`src/common/wdt_regs.svh`:
```
// Register map, field positions, reset values and timing counts of the watchdog and reset-cause block
// Notes on behaviour
// - Counter advances on ticks of 128 kHz oscillator
// - Restart clears counter before time-out fires
// - Interrupt mode: expiry raises interrupt, no reset
// - Reset mode: expiry causes system reset
// - Combined mode: interrupt first, then reset
// - Always-on fuse forces reset mode, enables fixed
// - New prescaler and reset-enable clear accepted only within four cycles
// - Time-outs span 16 ms to 8 s
// - Watchdog reset pulse one cycle, delay follows
// - Watchdog flag bit 3, cleared by zero/power-on
// - Brown-out flag bit 2, cleared by zero/power-on
// - Pin reset flag bit 1, cleared by zero/power-on
// - Power-on flag bit 0, cleared only by zero
// - Enabled brown-out asserts after filter, core release delayed
// - Low supply counts only beyond 2 us
// - Interrupt flag bit 7, cleared by vector/one
// - Watchdog flag forces reset enable to one
// - Prescaler codes 0..9 give 2048..1048576 ticks
// - Combined mode vector clears enable and flag
`ifndef WDT_REGS_SVH
`define WDT_REGS_SVH

// Word indices on the bus, byte address is four times these
`define WDT_ADR_CAUSE 6'h00
`define WDT_ADR_CTRL 6'h01

`define WDT_CAUSE_POR 0
`define WDT_CAUSE_EXT 1
`define WDT_CAUSE_BOD 2
`define WDT_CAUSE_DOG 3

`define WDT_CTRL_IRQF 7
`define WDT_CTRL_IRQE 6
`define WDT_CTRL_PS3 5
`define WDT_CTRL_CHG 4
`define WDT_CTRL_RSTE 3

`define WDT_CAUSE_RESET 4'h1
`define WDT_PS_RESET 4'h0
`define WDT_SYNC_INIT 7'h17

`define WDT_OSC_KHZ 128
`define WDT_MIN_TIMEOUT_MS 16
`define WDT_MAX_TIMEOUT_MS 8000
`define WDT_BASE_TICKS 2048
`define WDT_PS_MAX 4'h9
`define WDT_BOD_OFF 3'h7
`define WDT_CHG_WINDOW 3'h4

`define WDT_CLK_NS 25
`define WDT_BOD_MIN_NS 2000
`define WDT_BOD_CYCLES ((`WDT_BOD_MIN_NS + `WDT_CLK_NS - 1) / `WDT_CLK_NS)

`endif

```
`src/common/wdt_pkg.sv`:
```
// Types shared by the watchdog and reset-cause block
package wdt_pkg;

  typedef enum logic [1:0] {
    MODE_STOP = 2'b00,
    MODE_IRQ = 2'b01,
    MODE_RESET = 2'b10,
    MODE_BOTH = 2'b11
  } dog_mode_t;

endpackage

```
`src/verilog/sync_edge.sv`:
```
// Two-flop synchroniser per bit with a rising-edge pulse behind it
`timescale 1ns/100ps
module sync_edge #(
  parameter int WIDTH = 1,
  parameter logic [WIDTH-1:0] INIT = '0
) (
  input wire logic i_clock,               // System clock
  input wire logic i_reset,               // Synchronous reset, active high
  input wire logic [WIDTH-1:0] i_async,   // Inputs from outside the clock domain
  output logic [WIDTH-1:0] o_sync,        // Synchronised level
  output logic [WIDTH-1:0] o_rise         // One-cycle pulse on a rising level
);

  genvar g;
  generate
    for (g = 0; g < WIDTH; g++) begin : g_bit
      logic meta_q;
      logic sync_q;
      logic prev_q;
      // First flop feeds only the second
      always_ff @(posedge i_clock) begin
        if (i_reset) begin
          meta_q <= INIT[g];
          sync_q <= INIT[g];
          prev_q <= INIT[g];
        end else begin
          meta_q <= i_async[g];
          sync_q <= meta_q;
          prev_q <= sync_q;
        end
      end
      assign o_sync[g] = sync_q;
      assign o_rise[g] = sync_q & ~prev_q;
    end
  endgenerate

endmodule

```
`src/verilog/watchdog_reset_source.sv`:
```
// Watchdog timer with timed configuration changes, brown-out filter and reset-cause flags
`timescale 1ns/100ps
`include "wdt_regs.svh"
module watchdog_reset_source #(
  parameter int STARTUP_CYCLES = 64,
  parameter int CNT_W = 21
) (
  input wire logic I_CLOCK,                  // System clock, 40 MHz
  input wire logic I_RESET,                  // Power-on reset, synchronous, active high
  input wire logic I_WB_CYC,                 // Wishbone cycle
  input wire logic I_WB_STB,                 // Wishbone strobe
  input wire logic I_WB_WE,                  // Wishbone write enable
  input wire logic [7:0] I_WB_ADR,           // Wishbone byte address
  input wire logic [3:0] I_WB_SEL,           // Wishbone byte selects
  input wire logic [31:0] I_WB_DAT,          // Wishbone write data
  input wire logic I_RESTART,                // Watchdog restart from the core, one cycle
  input wire logic I_VECTOR_ACK,             // Core enters the watchdog vector, one cycle
  input wire logic I_OSC_128K,               // Watchdog oscillator, asynchronous
  input wire logic I_SUPPLY_LOW,             // Supply below trigger, asynchronous
  input wire logic I_PIN_RESET_N,            // Reset pin, active low, asynchronous
  input wire logic I_ALWAYS_ON_FUSE,         // Always-on fuse programmed
  input wire logic [2:0] I_DROP_LEVEL_FUSE,  // Brown-out level fuse, 111 disables
  output logic O_WB_ACK,                     // Wishbone acknowledge
  output logic [31:0] O_WB_DAT,              // Wishbone read data
  output logic O_DOG_IRQ,                    // Watchdog interrupt, level
  output logic O_DOG_RESET_PULSE,            // Watchdog reset, one cycle
  output logic O_BROWNOUT_RESET,             // Brown-out reset, level
  output logic O_CORE_RESET                  // Stretched reset to the core
);

  generate
    if (STARTUP_CYCLES < 1 || STARTUP_CYCLES > 65535) begin : g_bad_startup
      $error("STARTUP_CYCLES must lie in 1..65535");
    end
    if (CNT_W < 21) begin : g_bad_width
      $error("CNT_W must be at least 21");
    end
    // Filter count register is seven bits wide
    if (`WDT_BOD_CYCLES > 127) begin : g_bad_filter
      $error("Brown-out filter count must fit in 7 bits");
    end
  endgenerate

  localparam logic [15:0] STARTUP_LOAD = 16'(STARTUP_CYCLES);
  localparam logic [6:0] BOD_CYC = 7'(`WDT_BOD_CYCLES);

  // Time-out in oscillator ticks; reserved codes behave as the longest
  function automatic logic [CNT_W-1:0] timeout_ticks(input logic [3:0] code);
    logic [3:0] sel;
    sel = (code > `WDT_PS_MAX) ? `WDT_PS_MAX : code;
    timeout_ticks = CNT_W'(`WDT_BASE_TICKS) << sel;
  endfunction

  // Word decode; the two low address bits are ignored
  function automatic logic word_hit(input logic [7:0] adr, input logic [5:0] idx);
    word_hit = adr[7:2] == idx;
  endfunction

  // Input synchronisation
  logic [6:0] pins_raw;
  logic [6:0] pins_sync;
  logic [6:0] pins_rise;
  logic osc_tick;
  logic supply_low;
  logic pin_reset;
  logic fuse_on;
  logic bod_on;

  // Fuses are synchronised too, as they may settle after power-up
  assign pins_raw = {I_OSC_128K, I_SUPPLY_LOW, I_PIN_RESET_N, I_ALWAYS_ON_FUSE, I_DROP_LEVEL_FUSE};

  sync_edge #(
    .WIDTH(7),
    .INIT(`WDT_SYNC_INIT)
  ) u_sync (
    .i_clock(I_CLOCK),
    .i_reset(I_RESET),
    .i_async(pins_raw),
    .o_sync(pins_sync),
    .o_rise(pins_rise)
  );

  assign osc_tick = pins_rise[6];
  assign supply_low = pins_sync[5];
  assign pin_reset = ~pins_sync[4];
  assign fuse_on = pins_sync[3];
  assign bod_on = pins_sync[2:0] != `WDT_BOD_OFF;

  // Registers
  logic ack_q;
  logic [31:0] dat_q;
  logic irq_flag_q;
  logic irq_en_q;
  logic rst_en_q;
  logic [3:0] ps_q;
  logic [2:0] win_q;
  logic [CNT_W-1:0] count_q;
  logic dog_pulse_q;
  logic [3:0] cause_q;
  logic [6:0] low_cnt_q;
  logic bod_q;
  logic [15:0] start_q;
  logic core_q;
  logic irq_q;

  // Bus decode
  logic bus_req;
  logic bus_end;
  logic hit_cause;
  logic hit_ctrl;
  logic wr_cause;
  logic wr_ctrl;
  logic [7:0] wd;
  logic [31:0] rd_data;

  assign bus_req = I_WB_CYC & I_WB_STB & ~ack_q;
  // Writes land on the ack edge, where the master sees the answer
  assign bus_end = I_WB_CYC & I_WB_STB & ack_q;
  assign hit_cause = word_hit(I_WB_ADR, `WDT_ADR_CAUSE);
  assign hit_ctrl = word_hit(I_WB_ADR, `WDT_ADR_CTRL);
  assign wr_cause = bus_end & I_WB_WE & I_WB_SEL[0] & hit_cause;
  assign wr_ctrl = bus_end & I_WB_WE & I_WB_SEL[0] & hit_ctrl;
  assign wd = I_WB_DAT[7:0];

  // Effective enables
  logic rst_en_eff;
  logic irq_en_eff;
  wdt_pkg::dog_mode_t mode;

  assign rst_en_eff = rst_en_q | fuse_on | cause_q[`WDT_CAUSE_DOG];
  assign irq_en_eff = irq_en_q & ~fuse_on;
  assign mode = wdt_pkg::dog_mode_t'({rst_en_eff, irq_en_eff});

  // Timed change sequence
  logic open_seq;
  logic in_window;
  logic commit;
  logic [2:0] win_d;

  assign open_seq = wr_ctrl & wd[`WDT_CTRL_CHG] & wd[`WDT_CTRL_RSTE];
  assign in_window = win_q != 3'h0;
  assign commit = wr_ctrl & in_window & ~wd[`WDT_CTRL_CHG];
  assign win_d = open_seq ? `WDT_CHG_WINDOW : commit ? 3'h0 : in_window ? win_q - 3'h1 : 3'h0;

  // Counter and expiry
  logic running;
  logic tick;
  logic expire;
  logic irq_set;
  logic dog_fire;
  logic [CNT_W-1:0] limit;
  logic [CNT_W-1:0] count_d;

  assign running = mode != wdt_pkg::MODE_STOP;
  assign limit = timeout_ticks(ps_q);
  assign tick = osc_tick & running & ~I_RESTART;
  // Compare with >= so a switch to a shorter time-out still expires at once
  assign expire = tick & (count_q >= limit - CNT_W'(1));
  assign count_d = (I_RESTART | ~running | expire) ? '0 : tick ? count_q + CNT_W'(1) : count_q;

  always_comb begin
    irq_set = 1'b0;
    dog_fire = 1'b0;
    case (mode)
      wdt_pkg::MODE_IRQ: begin
        irq_set = expire;
      end
      wdt_pkg::MODE_RESET: begin
        dog_fire = expire;
      end
      wdt_pkg::MODE_BOTH: begin
        // Unserviced interrupt means the next expiry resets
        irq_set = expire & ~irq_flag_q;
        dog_fire = expire & irq_flag_q;
      end
      default: begin
        irq_set = 1'b0;
        dog_fire = 1'b0;
      end
    endcase
  end

  // Control next values
  logic vec_both;
  logic irq_flag_d;
  logic irq_en_d;
  logic rst_en_d;
  logic [3:0] ps_d;

  assign vec_both = I_VECTOR_ACK & (mode == wdt_pkg::MODE_BOTH);
  // Set wins over a clear in the same cycle
  assign irq_flag_d = irq_set | (irq_flag_q & ~I_VECTOR_ACK & ~(wr_ctrl & wd[`WDT_CTRL_IRQF]));
  assign irq_en_d = vec_both ? 1'b0 : wr_ctrl ? wd[`WDT_CTRL_IRQE] : irq_en_q;
  assign rst_en_d = (commit ? wd[`WDT_CTRL_RSTE] : (rst_en_q | (wr_ctrl & wd[`WDT_CTRL_RSTE])))
                    | cause_q[`WDT_CAUSE_DOG];
  assign ps_d = commit ? {wd[`WDT_CTRL_PS3], wd[2:0]} : ps_q;

  // Brown-out filter
  logic low_seen;
  logic bod_d;
  logic [6:0] low_cnt_d;

  assign low_seen = supply_low & bod_on;
  assign low_cnt_d = ~low_seen ? 7'h00 : (low_cnt_q == BOD_CYC) ? low_cnt_q : low_cnt_q + 7'h01;
  // Short dips never reach the count; once asserted, held while low
  assign bod_d = low_seen & (bod_q | (low_cnt_q == BOD_CYC));

  // Reset-cause flags, set wins over a software clear
  logic [3:0] cause_set;
  logic [3:0] cause_keep;
  logic [3:0] cause_d;

  assign cause_set = {dog_fire, bod_d & ~bod_q, pin_reset, 1'b0};
  assign cause_keep = wr_cause ? wd[3:0] : 4'hF;
  assign cause_d = cause_set | (cause_q & cause_keep);

  // Start-up delay, counting from the end of the last active source
  logic any_src;
  logic [15:0] start_d;

  assign any_src = bod_q | pin_reset | dog_pulse_q;
  assign start_d = any_src ? STARTUP_LOAD : (start_q != 16'h0000) ? start_q - 16'h0001 : 16'h0000;

  // Read mux; the control word shows the forced enables, not the stored ones
  logic [7:0] ctrl_view;

  assign ctrl_view = {irq_flag_q, irq_en_eff, ps_q[3], in_window, rst_en_eff, ps_q[2:0]};

  always_comb begin
    rd_data = 32'h0000_0000;
    if (hit_cause) begin
      rd_data = {28'h000_0000, cause_q};
    end else if (hit_ctrl) begin
      rd_data = {24'h00_0000, ctrl_view};
    end else begin
      rd_data = 32'h0000_0000;
    end
  end

  // Bus slave
  // Read data is latched at the request edge and stands with ack
  always_ff @(posedge I_CLOCK) begin
    if (I_RESET) begin
      ack_q <= 1'b0;
      dat_q <= 32'h0000_0000;
    end else begin
      ack_q <= bus_req;
      dat_q <= (bus_req & ~I_WB_WE) ? rd_data : 32'h0000_0000;
    end
  end

  // Watchdog control
  always_ff @(posedge I_CLOCK) begin
    if (I_RESET) begin
      irq_flag_q <= 1'b0;
      irq_en_q <= 1'b0;
      rst_en_q <= 1'b0;
      ps_q <= `WDT_PS_RESET;
      win_q <= 3'h0;
    end else begin
      irq_flag_q <= irq_flag_d;
      irq_en_q <= irq_en_d;
      rst_en_q <= rst_en_d;
      ps_q <= ps_d;
      win_q <= win_d;
    end
  end

  // Counter, reset pulse and interrupt output
  always_ff @(posedge I_CLOCK) begin
    if (I_RESET) begin
      count_q <= '0;
      dog_pulse_q <= 1'b0;
      irq_q <= 1'b0;
    end else begin
      count_q <= count_d;
      dog_pulse_q <= dog_fire;
      irq_q <= irq_flag_d & irq_en_d & ~fuse_on;
    end
  end

  // Reset sources and stretching
  always_ff @(posedge I_CLOCK) begin
    if (I_RESET) begin
      cause_q <= `WDT_CAUSE_RESET;
      low_cnt_q <= 7'h00;
      bod_q <= 1'b0;
      start_q <= STARTUP_LOAD;
      core_q <= 1'b1;
    end else begin
      cause_q <= cause_d;
      low_cnt_q <= low_cnt_d;
      bod_q <= bod_d;
      start_q <= start_d;
      core_q <= start_d != 16'h0000;
    end
  end

  assign O_WB_ACK = ack_q;
  assign O_WB_DAT = dat_q;
  assign O_DOG_IRQ = irq_q;
  assign O_DOG_RESET_PULSE = dog_pulse_q;
  assign O_BROWNOUT_RESET = bod_q;
  assign O_CORE_RESET = core_q;

endmodule
```
`config.mk`:
```
export PLATFORM = sky130hd
export DESIGN_NAME = watchdog_reset_source
export DESIGN_NICKNAME = d
export VERILOG_FILES = /design/src/common/wdt_pkg.sv /design/src/verilog/sync_edge.sv /design/src/verilog/watchdog_reset_source.sv
export VERILOG_INCLUDE_DIRS = /design/src /design/src/common
export SDC_FILE = /design/constraint.sdc
export NUM_CORES = 1
export LEC_CHECK = 0
export BUFFER_PORTS_ARGS = -buffer_cell sky130_fd_sc_hd__buf_2
export CAP_MARGIN = 25
export CELL_PAD_IN_SITES_DETAIL_PLACEMENT = 1
export CELL_PAD_IN_SITES_GLOBAL_PLACEMENT = 1
export CORE_MARGIN = 1
export CORE_UTILIZATION = 43
export DETAILED_ROUTE_END_ITERATION = 8
export HOLD_SLACK_MARGIN = 0.05
export PLACE_DENSITY = 0.92
export SLEW_MARGIN = 0
export SYNTH_ARGS = -nofsm -noshare
export SYNTH_HDL_FRONTEND = slang
export SYNTH_SLANG_ARGS = --single-unit
```
`constraint.sdc`:
```
create_clock -name I_CLOCK -period 4.6 [get_ports I_CLOCK]
set_input_delay 0.69 -clock I_CLOCK [delete_from_list [all_inputs] [get_ports I_CLOCK]]
set_output_delay 0.69 -clock I_CLOCK [all_outputs]
set_load 0.01 [all_outputs]
```
# ---- Word level (Yosys, flattened, before mapping)
# Index checks and enable logic that the tools add are counted.
dict set report totals {
  ff_bits 110
  latchBits 0
  ram_bits 0
  mem_bits_ro 0
  inputBits 58
  memories 0
}
dict set report op_classes {
  add_sub_neg 5
  mul 0
  div 0
  n_lt_le_gt_ge 2
  eq_ne 6
  shift 1
  mux 14
  bitwise_logic 57
  reduce_logical 11
}
# operator count
set ops {}
lappend ops {{two-way mux 16 bit} 2}
lappend ops {{nonzero test 16 bit} 2}
lappend ops {{bitwise AND 1 bit} 29}
lappend ops {{adder 21 x 1 -> 21 bit (second input constant)} 1}
lappend ops {{greater-or-equal comparator 21 bit} 1}
lappend ops {{left shift 12 x 4 -> 21 bit (first input constant)} 1}
lappend ops {{subtractor 21 x 1 -> 21 bit (second input constant)} 1}
lappend ops {{two-way mux 4 bit} 4}
lappend ops {{inverter 1 bit} 16}
lappend ops {{subtractor 16 x 1 -> 16 bit (second input constant)} 1}
lappend ops {{bitwise OR 1 bit} 10}
lappend ops {{two-way mux 3 bit} 3}
lappend ops {{OR reduction 4 bit} 2}
lappend ops {{adder 7 x 1 -> 7 bit (second input constant)} 1}
lappend ops {{== test 7 bit (second input constant)} 1}
lappend ops {{== test 6 x 1 -> 1 bit (second input constant)} 1}
lappend ops {{logical NOT 6 bit} 1}
lappend ops {{OR reduction 2 bit} 3}
lappend ops {{bitwise AND 4 bit} 1}
lappend ops {{== test 2 bit (second input constant)} 2}
lappend ops {{> comparator 4 bit (second input constant)} 1}
lappend ops {{bitwise OR 4 bit} 1}
lappend ops {{case mux 1 bit (2 select lines)} 2}
lappend ops {{two-way mux 1 bit} 3}
lappend ops {{other kinds (6)} 6}

# ---- Depth between registers and ports, before layout
dict set report depth {
  ltp_word 11
  ltp_mapped 15
  mapped_depth_nobuf 13
}

# ---- By module
# A second synthesis with hierarchy kept.
dict set report hier_totals {
  hier_cells 486
  area_unflattened_um2 4320.4
}
# module n_inst cells_each area_each_um2 seq_area_each_um2
set modules_own_cells {}
lappend modules_own_cells {watchdog_reset_source 1 428 3649.8 1421.4}
lappend modules_own_cells {sync_edge 1 58 670.6 420.4}

# ---- Least setup slack after synthesis
# Ideal clock, no wire load.
dict set report synth_timing {
  path_type {reg2reg}
  startpoint {register ps_q[2]}
  endpoint {register count_q[0]}
  setup_ns 0.128
  arrival_ns 2.599
  required_time_ns 4.472
  slack_ns 1.873
  path_stages_with_launch 15
  period_less_slack_ns 2.727
  path_cell_list {dfxtp_1 > clkbuf_1 > nor2_1 > nand3_1 > ha_1 > nor3_1 > a21oi_1 > o21a_1 > ha_1 > nand4_1 > nor4_1 > a211oi_1 > o21ai_0 > clkbuf_1 > nor2_1}
}
dict set report synth_between {
  elab_chain_len 8
}
# element line
set synth_lines {}
lappend synth_lines {{from (decl)} watchdog_reset_source.sv:95} ;# logic [3:0] ps_q;
lappend synth_lines {{from (signal assigned)} watchdog_reset_source.sv:258} ;# ps_q <= `WDT_PS_RESET;
lappend synth_lines {{from (signal assigned)} watchdog_reset_source.sv:264} ;# ps_q <= ps_d;
lappend synth_lines {{> comparator 4 bit (no line)} n/a}
lappend synth_lines {{two-way mux 4 bit *} watchdog_reset_source.sv:50} ;# sel = (code > `WDT_PS_MAX) ? `WDT_PS_MAX : code;
lappend synth_lines {{left shift 12 x 4 -> 21 bit *} watchdog_reset_source.sv:51} ;# timeout_ticks = CNT_W'(`WDT_BASE_TICKS) << sel;
lappend synth_lines {{subtractor 21 x 1 -> 21 bit *} watchdog_reset_source.sv:158} ;# assign expire = tick & (count_q >= limit - CNT_W'(1));
lappend synth_lines {{greater-or-equal comparator 21 bit *} watchdog_reset_source.sv:158}
lappend synth_lines {{bitwise AND 1 bit *} watchdog_reset_source.sv:158}
lappend synth_lines {{bitwise OR 1 bit *} watchdog_reset_source.sv:159} ;# assign count_d = (I_RESTART | ~running | expire) ? '0 : tick ? count_q + CNT_W'(1) : count_q;
lappend synth_lines {{OR reduction 2 bit (no line) *} n/a}
lappend synth_lines {{to (signal assigned)} watchdog_reset_source.sv:276} ;# count_q <= count_d;
lappend synth_lines {{to (decl)} watchdog_reset_source.sv:97} ;# logic [CNT_W-1:0] count_q;
# Mark *: on every way between the ends. The rest lies on a longest branch, timed or not.
# A chain may end at the register's enable or synchronous reset.

# ---- Final worst setup path
dict set report layout_timing {
  startpoint {register ps_q[2]}
  endpoint {register count_q[17]}
}
# Same word-level chain as after synthesis.

==> out/metrics.yaml <==
final_nets: 564
dieArea_sq_um: 9731
ys_seq_area_frac: 0.4287
rows: 34
gp_congestion: 0.8083
grt_usage: 0.2030
yosys.area.top_type_share: 0.4287
cts_resized: 0
critPathLaunchType: "flop"
peakVddDrop_mv: 0.1626
grt_pass1_wl_um: 15450
wl_per_cell_um: 15.44
cp.arrival_ps: 3460
postSynth.asyncResetShare: 0
synthTopCellsByArea: "dfxtp_1 43%, nor2_1 7.1%, ha_1 5.6%"
clk_pin_slew_ps: 80
pre_cts_ws_ps: 1475
synth-seq-cells: 86
rsz0062_at_grt: "no"
max_stage_delay_ps: 420
critPathTopFamily: "compound AO/OA/AOI/OAI gates"
clockBufferDepth: 2
synth.avg_cell_area_sq_um: 8.905
final_util: 0.4959
crit_type: "reg2reg"
vias_per_cell: 5.263
grt_overflow: 0
clock.fmax_mhz: 314.0
io_pins: 95
slew-limit-headroom: 0.5442
path_cells: "nor2_1 -> nand3_1 -> ha_1 -> nor3_1 -> a21oi_1 -> o21a_1 -> ha_1 -> a21o_1 -> a21o_1 -> a21o_1 -> a211oi_1 -> o21ai_1 -> buf_4 -> nor2_1"
final_antenna_net_count: 0
drc_errors: 0
slew_viol_final: 0
min_path_cells: 1
core-area_sq_um: 8891
synthCells: 451
die_w_um: 98.65
die_h_um: 98.65
synth_commonest_cells: "86 x dfxtp_1, 76 x nor2_1, 27 x nand2_1"
cp_common_cell: "a21o_1"
crit_cells: 14
antenna_found_initial: 0
clock_latency_ps: 360
finalWorstSetupSlack_ps: 1416
grt_max_degree: 34
status: "completed"
reg2reg_slack_ps: 1420
place_hpwl_um: 7064
cts.sinks: 86
syn_area_sq_um: 4016
initial_utilization: 0.4517
ys_dominant_reg_cell: "dfxtp_1"
cp-end-kind: "flop"
max_slew.worst_pin.slew_ps: 680.0
crit_required_ps: 4880
diodes: 0
dr.first_iter.drc_count: 102
synth.distinct_cells: 53
maxCapViolCount: 0
synth_area_leader_cell: "dfxtp_1"
leakagePower_nw: 1.815
synth_edf_count: 0
finalPower_w: 0.001790
vias: 3163
drt_wl_total_um: 9278
dr.pass1.iters: 4
cts_hold_buffers: 0
power_density_nw_per_um2: 405.9
area_growth_pct: 9.782
hold_path.class: "reg2reg"
ctsRootBufferMaster: "clkbuf_8"
fin_skew_ps: 14.30
grt_pass1_vias: 3313
rr_worst_depth: 14
path_buf_inv: 1
cts_setup_buffers: 0
yosysMostFrequentCell: "dfxtp_1"
path_max_fanout: 21
yosysWarnings: 0
finalCritPeriodShare: 0.6923
htree_levels: 3
tns_ps: 0
io_buffers: 41
cts_tree: "done"
drive_gt1_frac: 0.1562
slowest_stage: "a211oi_1"
hold_viol: 0
finalSetupViolCount: 0
fin_crit_ps: 3184
cts_buffers: 9
[sequential cells by signal, indices dropped and copies added (netlist names), 3 cells and up]
register / flops
O_WB_DAT: 8
cause_q: 4
count_q: 21
low_cnt_q: 7
ps_q: 4
start_q: 16
u_sync.g_bit.meta_q: 7
u_sync.g_bit.sync_q: 7
win_q: 3
[worst paths after layout]
check / startpoint / end
setup / recovery: ps_q[2] / count_q[17]
hold / removal: u_sync.g_bit[4].meta_q / u_sync.g_bit[4].sync_q
setup reg to reg: ps_q[2] / count_q[17]
hold reg to reg: u_sync.g_bit[4].meta_q / u_sync.g_bit[4].sync_q
[layout by cell type, fill, tap and decap left out, types with 2 or more instances in the layout]
cell / count
a21oi_1: 15
nor4b_1: 2
nand2b_1: 5
a21o_1: 4
nand3_1: 9
nor2_1: 76
conb_1: 25
or2_2: 11
or3b_2: 2
clkinv_2: 3
nor3b_1: 4
inv_1: 14
and2_1: 3
bufinv_16: 2
xnor2_1: 20
nor2b_1: 11
or3_1: 3
nand3b_1: 3
nand4_1: 9
mux2i_1: 9
nor4_1: 5
clkbuf_8: 9
nor3_1: 10
nand2_1: 27
a311oi_1: 2
and3_1: 11
a31oi_1: 2
o21ai_0: 7
buf_2: 41
ha_1: 18
xor2_1: 20
dfxtp_1: 86
[routing by layer]
| metal | track usage | share of wire | vias up |
|---|---|---|---|
| li1 | - | - | 1544 |
| met1 | 0.2295 | 0.45 | 1546 |
| met2 | 0.3727 | 0.51 | 59 |
| met3 | 0.03404 | 0.024 | 14 |
| met4 | 0.09414 | 0.022 | 0 |
| met5 | 0 | 0 | - |
[power breakdown]
| group | leakage [nW] | switching (W) | internal [W] |
|---|---|---|---|
| Sequential | 0.699 | 0.0000681 | 0.000800 |
| Combinational | 1.01 | 0.000196 | 0.000148 |
| Clock | 0.110 | 0.000272 | 0.000305 |
[through the flow]
step                      hold WS (ps)  area [sq um]  instances
after floorplan                  389.5          4103        474
after global placement           392.6          4198        585
after detailed placement         408.2          4198        585
after CTS                        422.3          4409        601
after global routing             433.2          4409        601
final                            425.9          4409        601
[logic make-up after synthesis]
| family | after synthesis | synth area share |
|---|---|---|
| adder cells (fa/ha/maj) | 18 | 0.05608 |
| AND/OR/NAND/NOR | 200 | 0.2573 |
| XOR/XNOR | 40 | 0.08723 |
| buffers and inverters | 53 | 0.07601 |
| AO/OA/AOI/OAI | 42 | 0.06761 |
| other | 2 | 0.001870 |
| multiplexers | 10 | 0.02523 |
| flip-flops | 86 | 0.4287 |
[area by class of cell]
type,count,area [sq um]
Multi-Input combinational cell,335,2076
Clock buffer,10,127.6
Fill cell,1069,4482
Clock inverter,6,83.83
Sequential cell,86,1722
Timing Repair Buffer,42,212.7
Tap cell,108,135.1
Inverter,14,52.55
Power figures use the tool's default switching activity.
